### src/hdl/slot_decoder_regs.svh
`ifndef SLOT_DECODER_REGS_SVH
`define SLOT_DECODER_REGS_SVH
// Byte positions inside an allocation block
`define BLK_ATTR_BYTE      2'h0
`define BLK_START_LO_BYTE  2'h1
`define BLK_START_HI_BYTE  2'h2
`define BLK_ADDR_BYTE      2'h3
// Attribute bitmap fields
`define ATTR_EP_MSB        3
`define ATTR_EP_LSB        0
`define ATTR_DIR_BIT       4
`define ATTR_SETUP_BIT     5
`define ATTR_TYPE_MSB      7
`define ATTR_TYPE_LSB      6
// Setup data length in bytes
`define SETUP_BYTES        4'h8
// Register offsets (byte addresses)
`define REG_CTRL           5'h00
`define REG_STATUS         5'h04
`define REG_SLOT           5'h08
`define REG_SETUP_LO       5'h0C
`define REG_SETUP_HI       5'h10
`define CTRL_RESET         32'h00000000
`define AXI_OKAY           2'h0
`define AXI_SLVERR         2'h2
`endif

### src/hdl/slot_decoder_pkg.sv
package slot_decoder_pkg;
   // Block type codes
   typedef enum logic [1:0]
   {
      BLOCK_RECEIVE  = 2'h0,
      BLOCK_TRANSMIT = 2'h1,
      BLOCK_NOTIFY   = 2'h2,
      BLOCK_RESERVED = 2'h3
   } block_kind_type;
   // Slot action presented to the endpoint logic
   typedef enum logic [1:0]
   {
      ACT_NONE      = 2'h0,
      ACT_LISTEN    = 2'h1,
      ACT_HANDSHAKE = 2'h2,
      ACT_DATA_HS   = 2'h3
   } action_type;
   // Parser states
   typedef enum logic [1:0]
   {
      PS_HEADER = 2'h0,
      PS_SETUP  = 2'h1
   } parse_type;
endpackage : slot_decoder_pkg

### src/hdl/slot_allocation_block_decoder.sv
`timescale 1ns/1ps
`include "slot_decoder_regs.svh"
`default_nettype none
module slot_allocation_block_decoder
(
   // Clock and reset
   input  wire logic        core_clk,
   input  wire logic        nrst,
   // Control packet byte stream
   input  wire logic        blockStart,
   input  wire logic        byteValid,
   input  wire logic [7:0]  byteData,
   // Slot decision
   output var  logic        slotValid,
   output var  logic [1:0]  slotAction,
   output var  logic        slotDirIn,
   output var  logic [3:0]  slotEndpoint,
   output var  logic [15:0] slotStartUs,
   output var  logic        slotSetup,
   output var  logic        setupValid,
   output var  logic [63:0] setupData,
   // AXI4-Lite slave
   input  wire logic [4:0]  s_axi_awaddr,
   input  wire logic        s_axi_awvalid,
   output var  logic        s_axi_awready,
   input  wire logic [31:0] s_axi_wdata,
   input  wire logic [3:0]  s_axi_wstrb,
   input  wire logic        s_axi_wvalid,
   output var  logic        s_axi_wready,
   output var  logic [1:0]  s_axi_bresp,
   output var  logic        s_axi_bvalid,
   input  wire logic        s_axi_bready,
   input  wire logic [4:0]  s_axi_araddr,
   input  wire logic        s_axi_arvalid,
   output var  logic        s_axi_arready,
   output var  logic [31:0] s_axi_rdata,
   output var  logic [1:0]  s_axi_rresp,
   output var  logic        s_axi_rvalid,
   input  wire logic        s_axi_rready
);
   ////////////////////////////////////////////////////////////////////////
   // Parser state
   slot_decoder_pkg::parse_type pState, next_pState;
   logic [1:0]  byteIdx, next_byteIdx;
   logic [3:0]  setupCnt, next_setupCnt;
   logic [7:0]  attr, next_attr;
   logic [15:0] startOfs, next_startOfs;
   logic [31:0] ctrl, next_ctrl;
   logic [7:0]  blockCount, next_blockCount;
   logic        next_slotValid, next_slotDirIn, next_slotSetup;
   logic        next_setupValid;
   logic [1:0]  next_slotAction;
   logic [3:0]  next_slotEndpoint;
   logic [15:0] next_slotStartUs;
   logic [63:0] next_setupData;
   logic        byteDataOwner, next_byteDataOwner;

   // Own address and decoder enable come from the control register
   logic [7:0] ownAddr;
   logic       decodeEn;
   assign ownAddr  = ctrl[7:0];
   assign decodeEn = ctrl[8];

   // Map the attribute bitmap to an action; receive ignores bit 4
   function automatic slot_decoder_pkg::action_type actionOf
      (input logic [7:0] a);
      slot_decoder_pkg::block_kind_type k;
      k = slot_decoder_pkg::block_kind_type'(
             a[`ATTR_TYPE_MSB:`ATTR_TYPE_LSB]);
      case (k)
         slot_decoder_pkg::BLOCK_RECEIVE:
            actionOf = slot_decoder_pkg::ACT_LISTEN;
         slot_decoder_pkg::BLOCK_TRANSMIT:
            actionOf = a[`ATTR_DIR_BIT] ?
                       slot_decoder_pkg::ACT_DATA_HS :
                       slot_decoder_pkg::ACT_HANDSHAKE;
         default:
            actionOf = slot_decoder_pkg::ACT_NONE;
      endcase
   endfunction : actionOf

   ////////////////////////////////////////////////////////////////////////
   // Block parsing: one byte per valid cycle, restarted by blockStart
   always_comb
   begin
      next_pState       = pState;
      next_byteIdx      = byteIdx;
      next_setupCnt     = setupCnt;
      next_attr         = attr;
      next_startOfs     = startOfs;
      next_blockCount   = blockCount;
      next_slotValid    = 1'b0;
      next_setupValid   = 1'b0;
      next_slotAction   = slotAction;
      next_slotDirIn    = slotDirIn;
      next_slotEndpoint = slotEndpoint;
      next_slotStartUs  = slotStartUs;
      next_slotSetup    = slotSetup;
      next_setupData    = setupData;
      if (blockStart)
      begin
         next_pState  = slot_decoder_pkg::PS_HEADER;
         next_byteIdx = `BLK_ATTR_BYTE;
      end
      else if (byteValid && decodeEn)
      begin
         case (pState)
            slot_decoder_pkg::PS_HEADER:
            begin
               next_byteIdx = byteIdx + 2'h1;
               case (byteIdx)
                  `BLK_ATTR_BYTE:     next_attr = byteData;
                  `BLK_START_LO_BYTE: next_startOfs[7:0] = byteData;
                  `BLK_START_HI_BYTE: next_startOfs[15:8] = byteData;
                  default:
                  begin
                     // Address byte closes the header; others are skipped
                     if (byteData == ownAddr &&
                         actionOf(attr) != slot_decoder_pkg::ACT_NONE)
                     begin
                        next_slotValid    = 1'b1;
                        next_slotAction   = actionOf(attr);
                        next_slotDirIn    = attr[`ATTR_TYPE_LSB] &
                                            attr[`ATTR_DIR_BIT];
                        next_slotEndpoint = attr[`ATTR_EP_MSB:`ATTR_EP_LSB];
                        next_slotStartUs  = startOfs;
                        next_slotSetup    = attr[`ATTR_SETUP_BIT];
                        next_blockCount   = blockCount + 8'h01;
                     end
                     // Setup bytes follow any receive or transmit setup block, matched or not
                     if (attr[`ATTR_SETUP_BIT] &&
                         actionOf(attr) != slot_decoder_pkg::ACT_NONE)
                     begin
                        next_pState   = slot_decoder_pkg::PS_SETUP;
                        next_setupCnt = 4'h0;
                     end
                  end
               endcase
            end
            slot_decoder_pkg::PS_SETUP:
            begin
               next_setupData = {byteData, setupData[63:8]};
               next_setupCnt  = setupCnt + 4'h1;
               if (setupCnt == `SETUP_BYTES - 4'h1)
               begin
                  next_pState     = slot_decoder_pkg::PS_HEADER;
                  next_byteIdx    = `BLK_ATTR_BYTE;
                  next_setupValid = (byteDataOwner == 1'b1);
               end
            end
            default: next_pState = slot_decoder_pkg::PS_HEADER;
         endcase
      end
   end

   // Remember whether the setup bytes belong to this device
   always_comb
   begin
      next_byteDataOwner = byteDataOwner;
      if (next_slotValid)
         next_byteDataOwner = next_slotSetup;
      else if (byteValid && decodeEn && pState == slot_decoder_pkg::PS_HEADER
               && byteIdx == `BLK_ADDR_BYTE)
         next_byteDataOwner = 1'b0;
   end

   always_ff @(posedge core_clk or negedge nrst)
   begin
      if (!nrst)
      begin
         pState        <= slot_decoder_pkg::PS_HEADER;
         byteIdx       <= 2'h0;
         setupCnt      <= 4'h0;
         attr          <= 8'h00;
         startOfs      <= 16'h0000;
         blockCount    <= 8'h00;
         slotValid     <= 1'b0;
         slotAction    <= slot_decoder_pkg::ACT_NONE;
         slotDirIn     <= 1'b0;
         slotEndpoint  <= 4'h0;
         slotStartUs   <= 16'h0000;
         slotSetup     <= 1'b0;
         setupValid    <= 1'b0;
         setupData     <= 64'h0000000000000000;
         byteDataOwner <= 1'b0;
      end
      else
      begin
         pState        <= next_pState;
         byteIdx       <= next_byteIdx;
         setupCnt      <= next_setupCnt;
         attr          <= next_attr;
         startOfs      <= next_startOfs;
         blockCount    <= next_blockCount;
         slotValid     <= next_slotValid;
         slotAction    <= next_slotAction;
         slotDirIn     <= next_slotDirIn;
         slotEndpoint  <= next_slotEndpoint;
         slotStartUs   <= next_slotStartUs;
         slotSetup     <= next_slotSetup;
         setupValid    <= next_setupValid;
         setupData     <= next_setupData;
         byteDataOwner <= next_byteDataOwner;
      end
   end

   ////////////////////////////////////////////////////////////////////////
   // AXI4-Lite slave: write once both address and data are held
   logic        next_awready, next_wready, next_bvalid;
   logic [1:0]  next_bresp;
   logic        next_arready, next_rvalid;
   logic [1:0]  next_rresp;
   logic [31:0] next_rdata;
   always_comb
   begin
      next_ctrl    = ctrl;
      next_awready = 1'b0;
      next_wready  = 1'b0;
      next_bvalid  = s_axi_bvalid & ~s_axi_bready;
      next_bresp   = s_axi_bresp;
      if (!s_axi_bvalid && s_axi_awvalid && s_axi_wvalid &&
          !s_axi_awready)
      begin
         next_awready = 1'b1;
         next_wready  = 1'b1;
         next_bvalid  = 1'b1;
         next_bresp   = `AXI_OKAY;
         if (s_axi_awaddr == `REG_CTRL)
         begin
            if (s_axi_wstrb[0]) next_ctrl[7:0] = s_axi_wdata[7:0];
            if (s_axi_wstrb[1]) next_ctrl[8] = s_axi_wdata[8];
         end
         else
            next_bresp = `AXI_SLVERR;
      end
   end

   // Reads return control, parser status, last slot and setup data
   always_comb
   begin
      next_arready = 1'b0;
      next_rvalid  = s_axi_rvalid & ~s_axi_rready;
      next_rdata   = s_axi_rdata;
      next_rresp   = s_axi_rresp;
      if (!s_axi_rvalid && s_axi_arvalid && !s_axi_arready)
      begin
         next_arready = 1'b1;
         next_rvalid  = 1'b1;
         next_rresp   = `AXI_OKAY;
         case (s_axi_araddr)
            `REG_CTRL:     next_rdata = ctrl;
            `REG_STATUS:   next_rdata = {20'h0, pState, byteIdx, blockCount};
            `REG_SLOT:     next_rdata = {7'h0, slotSetup, slotAction,
                                         slotDirIn, 1'b0, slotEndpoint,
                                         slotStartUs};
            `REG_SETUP_LO: next_rdata = setupData[31:0];
            `REG_SETUP_HI: next_rdata = setupData[63:32];
            default:
            begin
               next_rdata = 32'h00000000;
               next_rresp = `AXI_SLVERR;
            end
         endcase
      end
   end

   always_ff @(posedge core_clk or negedge nrst)
   begin
      if (!nrst)
      begin
         ctrl          <= `CTRL_RESET;
         s_axi_awready <= 1'b0;
         s_axi_wready  <= 1'b0;
         s_axi_bvalid  <= 1'b0;
         s_axi_bresp   <= `AXI_OKAY;
         s_axi_arready <= 1'b0;
         s_axi_rvalid  <= 1'b0;
         s_axi_rdata   <= 32'h00000000;
         s_axi_rresp   <= `AXI_OKAY;
      end
      else
      begin
         ctrl          <= next_ctrl;
         s_axi_awready <= next_awready;
         s_axi_wready  <= next_wready;
         s_axi_bvalid  <= next_bvalid;
         s_axi_bresp   <= next_bresp;
         s_axi_arready <= next_arready;
         s_axi_rvalid  <= next_rvalid;
         s_axi_rdata   <= next_rdata;
         s_axi_rresp   <= next_rresp;
      end
   end
endmodule : slot_allocation_block_decoder
`default_nettype wire

### config.mk
export PLATFORM = sky130hd
export DESIGN_NAME = slot_allocation_block_decoder
export DESIGN_NICKNAME = d
export VERILOG_FILES = /design/src/hdl/slot_decoder_pkg.sv /design/src/hdl/slot_allocation_block_decoder.sv
export VERILOG_INCLUDE_DIRS = /design/src /design/src/hdl
export SDC_FILE = /design/constraint.sdc
export NUM_CORES = 1
export LEC_CHECK = 0
export ABC_AREA = 1
export BUFFER_PORTS_ARGS = -buffer_cell sky130_fd_sc_hd__buf_2
export CAP_MARGIN = 20
export CORE_MARGIN = 4
export CORE_UTILIZATION = 50
export CTS_CLUSTER_SIZE = 28
export DETAILED_ROUTE_END_ITERATION = 12
export GPL_ROUTABILITY_DRIVEN = 0
export PLACE_DENSITY = 0.81
export SETUP_SLACK_MARGIN = 0.1
export SLEW_MARGIN = 25
export SYNTH_ARGS = -nofsm -noshare
export SYNTH_HDL_FRONTEND = slang
export SYNTH_SLANG_ARGS = --single-unit
### constraint.sdc
create_clock -name core_clk -period 2.65 [get_ports core_clk]
set_clock_uncertainty 0.15 [all_clocks]
set_input_delay 0.53 -clock core_clk [delete_from_list [all_inputs] [get_ports core_clk]]
set_output_delay 0.53 -clock core_clk [all_outputs]
set_load 0.01 [all_outputs]
After elaboration in Yosys (flattened, before gate mapping) --
Index checks and enable logic that the tools add are counted.
Storage, ports and cells: flip-flop bits (word level) 180, logic and storage cells 128, input bits 63, output and inout port bits 131
Operators by class: mux-type cells 41, bitwise logic cells 7, add/subtract/negate cells 3, equal/unequal tests 16, reduce and logical (&&, ||, !) cells 36
Operators by type and width (count):
- 32-bit one-hot mux with 5 select lines | 1
- 2-bit two-way mux | 13
- 1-bit two-way mux | 21
- 4-bit AND reduction | 4
- 2-bit one-hot mux with 2 select lines | 3
- 3-bit AND reduction | 4
- 5-bit by 4-bit equality test with 1-bit output (second input constant) | 2
- 1-bit logical AND | 10
- 5-bit logical NOT | 2
- 5-bit AND reduction | 2
- 3-bit != test (second input constant) | 3
- 8-bit by 1-bit adder with 8-bit output (second input constant) | 1
- 8-bit equality test | 1
- 4-bit two-way mux | 2
- 4-bit one-hot mux with 2 select lines | 1
- 2-bit nonzero test | 4
- 2-bit by 1-bit equality test with 1-bit output (second input constant) | 3
- 2-bit logical NOT | 3
- 5-bit by 3-bit equality test with 1-bit output (second input constant) | 1
- 5-bit equality test (second input constant) | 1
- 5-bit OR reduction | 1
- 4-bit by 1-bit adder with 4-bit output (second input constant) | 1
- 2-bit equality test (second input constant) | 2
- 4-bit by 3-bit equality test with 1-bit output (second input constant) | 1
- other kinds (7) | 16

Logic depth before layout (Yosys ltp) --
word-level depth 14, mapped depth 12, mapped depth without buffers 11

Worst setup path after synthesis --
OpenSTA, ideal clock, no wires.
path type input to register, start in byteValid, end reg slotEndpoint[2], cell stages on the path 12, data required time 2.383 ns, slack 1.015 ns, library setup time 0.117 ns, arrival 1.368 ns, buffers on the path 1, cell sequence nand2_1 inv_2 nand2_2 inv_2 nand2_2 inv_2 nand2_4 inv_1 nand2_2 buf_6 nand2_1 nand2_1
On the way: longest elaborated chain between the ends 2
RTL lines:
- start: declaration | line slot_allocation_block_decoder.sv:11 | input wire logic byteValid,
- 1-bit logical AND | line slot_allocation_block_decoder.sv:105 | else if (byteValid && decodeEn)
- 5-bit AND reduction (no line)
- end signal: assignment | line slot_allocation_block_decoder.sv:198 | slotEndpoint <= next_slotEndpoint;
- end: declaration | line slot_allocation_block_decoder.sv:17 | output var logic [3:0] slotEndpoint,
Every way passes these cells. A chain may end at the register's enable or synchronous reset.

Worst setup path in the final report --
start reg ctrl[8], end reg setupData[6]
On the way: longest elaborated chain between the ends 2
RTL lines:
- start: declaration | line slot_allocation_block_decoder.sv:48 | logic [31:0] ctrl, next_ctrl;
- start signal: assignment | line slot_allocation_block_decoder.sv:271 | ctrl <= `CTRL_RESET;
- start signal: assignment | line slot_allocation_block_decoder.sv:283 | ctrl <= next_ctrl;
- 1-bit logical AND | line slot_allocation_block_decoder.sv:105
- 3-bit AND reduction (no line)
- end signal: assignment | line slot_allocation_block_decoder.sv:202 | setupData <= next_setupData;
- end: declaration | line slot_allocation_block_decoder.sv:21 | output var logic [63:0] setupData,
Every way passes these cells.

==> flow_summary.ini <==
[synth]
count_leader_synth = sky130_fd_sc_hd__nand2_1
synth_top_cells_by_area = sky130_fd_sc_hd__dfrtp_1 56%, sky130_fd_sc_hd__nand2_1 15%, sky130_fd_sc_hd__o21ai_0 7.8%
synth_top_cells_by_count = 321 x sky130_fd_sc_hd__nand2_1, 177 x sky130_fd_sc_hd__dfrtp_1, 123 x sky130_fd_sc_hd__o21ai_0
synth.ff_latch_count = 177
synth_seq_area_share_pct = 56.42
synth-main-ff-cell = sky130_fd_sc_hd__dfrtp_1
post-synth-top-area-cell = sky130_fd_sc_hd__dfrtp_1
mappedNetlistArea_sq_um = 7850
synthesis.area_per_instance_sq_um = 8.542
number_of_flops_mapped_to_enable_cells_by_yosys = 0
synth.top_cell.area_share_pct = 56.42
number_of_warnings_issued_by_yosys = 0
syn_inst = 919
synthDistinctLibCells = 34
ys_async_sr_fraction_pct = 100.0

[worst_setup_path]
timing.critical_path.arrival_ns = 2.18
crit_path_start_kind = flop
cp_slowest_cell = sky130_fd_sc_hd__dfrtp_1
cp_cell_sequence = nand2_1, nor2_1, nand2_4, buf_4, mux2_2
cp.buffers_inverters = 1
timing.critical_path.max_delay_family = simple AND/OR/NAND/NOR gates
crit_cells = 5
crit_path_max_fanout = 37
cp-startpoint = ctrl[8]
delay_contributed_by_the_slowest_stage_of_the_critical_path_ns = 0.42
crit-reg2reg-capture = setupData[6]
worst_r2r_path_depth = 5
worstReg2RegStart = ctrl[8]
endpoint = setupData[6]
worst_setup_slack_for_register_to_register_paths_ns = 0.64
kind_of_end_point_of_the_critical_path = flop
path_class = reg2reg
required_worst_endpoint_ns = 2.82

[grt]
grt_use_total_pct = 25.13
grt.overflow.total = 0
first_global_vias = 6504
first_pass_grt_wire_length_um = 35130
antenna_found_initial = 1
maximum_number_of_pins_on_one_net_before_global_route_repair = 56

[clocking]
cts-root-to-sink-buffers = 2
cts_root_buf = sky130_fd_sc_hd__clkbuf_16
cts.repair_timing.setup_buffer_count = 0
tritoncts = done
clock-sinks = 177
htreeDepth = 4
number_of_buffers_inserted_during_clock_tree_synthesis = 17
worst_setup_hold_path_clk_slew_ns = 0.06
insertion_delay_ns = 0.43
postCtsResizedCells = 0

[drt]
drt-pass1-iter-count = 6
drtIter0Drc = 724
finalWirelength_um = 22150
drcViolationCount = 0
final_routed_wire_length_divided_by_cell_count_um = 16.94
routed_antenna_nets = 0
via_per_inst = 5.328
dr_vias = 6964

[place]
detailed_place.area_sq_um = 8874
dp_cells = 1274
io_buffer_count = 166
sum_of_net_half_perimeters_after_detailed_placement_um = 16150

[run]
max_cap_violations = 0

[sta]
relSlewSlack_pct = 65.13
hold_ws_ns = 0.1210
layout_min_cycle_time_ns = 2.013
worstMarginPinSlew_ns = 0.5218
finalSetupViolCount = 0
rsz_0062_raised_after_global_routing = no
timing_hold_violations_final = 0
setup_tns_ns = 0
post-route-period-util_pct = 75.98
drv_slew = 0
clock.fmax_mhz = 496.7

[floorplan]
total_core_area_sq_um = 15310
die-height_um = 133.3
floorplan.initialDensity_pct = 51.26
dieWidth_um = 133.3
die_area_sq_um = 17770
ports_placed_on_the_boundary = 194
num_rows = 45

[cells_and_area]
final_design_area_no_fill_sq_um = 9464
layout-drive-gt1-share_pct = 22.08
antennaDiodeCount = 0
fillers = 1301
nNetsFinal = 1153
layout_stage_area_growth_over_the_synthesis_result_pct = 20.56
instances_no_fill = 1307

[pwr]
power.leakage_uw = 0.005137
design_power_total_uw = 5691
ratio_of_total_power_to_cell_area_nw_per_um2 = 601.3
worst_ir_drop_vdd_v = 0.0004458

[outcome]
run_status = complete, no violations

[hold_path]
timing.hold.worst.class = in2reg
==> per-layer routing <==
metal	part of all wire [%]	track usage, %	up-vias
met2	46	38.46	376
li1	-	-	3247
met5	0.054	0	-
met3	10	5.929	48
met4	3.5	9.886	2
met1	40	34.97	3291
==> per-stage QoR <==
step / util (%) / setup WS [ns]
final: 61.80 / 0.6366
after global routing: 61.80 / 0.4509
after CTS: 61.80 / 0.6597
after detailed placement: 57.94 / 0.4946
after global placement: 57.94 / 0.4872
after floorplan: - / 1.015
==> worst min path at each step <==
| stage | from | to | slack (ns) | depth (start not counted) |
|---|---|---|---|---|
| floorplan | nrst | attr[0] | 0.08 | 0 |
| global placement | blockCount[7] | blockCount[7] | 0.31 | 2 |
| detailed placement | s_axi_rdata[20] | s_axi_rdata[20] | 0.31 | 2 |
| CTS | s_axi_bready | s_axi_bvalid | 0.11 | 2 |
| global route | s_axi_rready | s_axi_rvalid | 0.14 | 2 |
| finish | s_axi_bready | s_axi_bvalid | 0.12 | 2 |
==> cells in the final DEF, fill, tap and decap left out, types with 2 or more instances in the layout <==
cell	n
sky130_fd_sc_hd__bufinv_16	2
sky130_fd_sc_hd__o21ai_0	123
sky130_fd_sc_hd__clkbuf_16	17
sky130_fd_sc_hd__clkinv_1	2
sky130_fd_sc_hd__mux2_2	11
sky130_fd_sc_hd__buf_4	10
sky130_fd_sc_hd__o22ai_1	16
sky130_fd_sc_hd__buf_12	3
sky130_fd_sc_hd__ha_1	7
sky130_fd_sc_hd__clkinv_4	3
sky130_fd_sc_hd__dfrtp_1	177
sky130_fd_sc_hd__nand3b_1	2
sky130_fd_sc_hd__nor2_1	37
sky130_fd_sc_hd__nand2_2	3
sky130_fd_sc_hd__clkinv_2	4
sky130_fd_sc_hd__nand3_2	3
sky130_fd_sc_hd__nor2_2	3
sky130_fd_sc_hd__inv_2	6
sky130_fd_sc_hd__o21ai_1	6
sky130_fd_sc_hd__buf_2	165
sky130_fd_sc_hd__nand2_4	2
sky130_fd_sc_hd__conb_1	2
sky130_fd_sc_hd__nand4_1	4
sky130_fd_sc_hd__a21oi_1	19
sky130_fd_sc_hd__nor3_1	2
sky130_fd_sc_hd__nand3_1	27
sky130_fd_sc_hd__nand2_1	320
sky130_fd_sc_hd__clkinvlp_4	3
sky130_fd_sc_hd__o211ai_1	5
sky130_fd_sc_hd__inv_1	99
==> registers in the layout, indices dropped and copies added, names as in the netlist <==
signal,count
slotSetup,1
s_axi_rresp,1
slotStartUs,16
pState,1
s_axi_rdata,32
s_axi_wready,1
setupValid,1
s_axi_bresp,1
slotDirIn,1
slotValid,1
slotEndpoint,4
attr,8
s_axi_rvalid,1
slotAction,2
byteIdx,2
setupData,64
setupCnt,4
startOfs,16
s_axi_bvalid,1
ctrl,9
byteDataOwner,1
s_axi_arready,1
blockCount,8
==> report_power, final <==
part           internal [uW]  total (uW)  leakage (uW)  switching [uW]
Sequential              2770        2840       0.00237            68.8
Clock                   1410        2480      0.000279            1060
Combinational            120         372       0.00249             251
==> cell type report <==
type	instances	area, sq um	share of cell area, %
timing repair buffer	180	982.2	10.38
tap	211	264.0	2.790
clock buffer	19	442.9	4.680
multi-input combinational	600	2806	29.65
inverter	107	401.6	4.244
sequential	177	4429	46.80
clock inverter	13	137.6	1.454
==> cell families after synthesis <==
| logic type | after synthesis | share of synthesized area [%] |
|---|---|---|
| fa+ha+maj | 7 | 1.116 |
| flops | 177 | 56.42 |
| xor+xnor | 2 | 0.2232 |
| other cells | 1 | 0.04777 |
| simple gates | 407 | 21.25 |
| buf+inv | 143 | 7.970 |
| mux | 11 | 1.578 |
| compound gates | 171 | 11.40 |
==> worst reg2reg max path: stages, from the launching register on <==
cell and delay (ns):
sky130_fd_sc_hd__dfrtp_1 0.42, sky130_fd_sc_hd__nand2_1 0.13, sky130_fd_sc_hd__nor2_1 0.29, sky130_fd_sc_hd__nand2_4 0.31, sky130_fd_sc_hd__buf_4 0.33, sky130_fd_sc_hd__mux2_2 0.28
==> what timing repair did <==
action,CTS,global route
hold buffers,1,0
setup endpoints to repair,0,0
hold endpoints to repair,51,0
(Power assumes the default switching activity.)
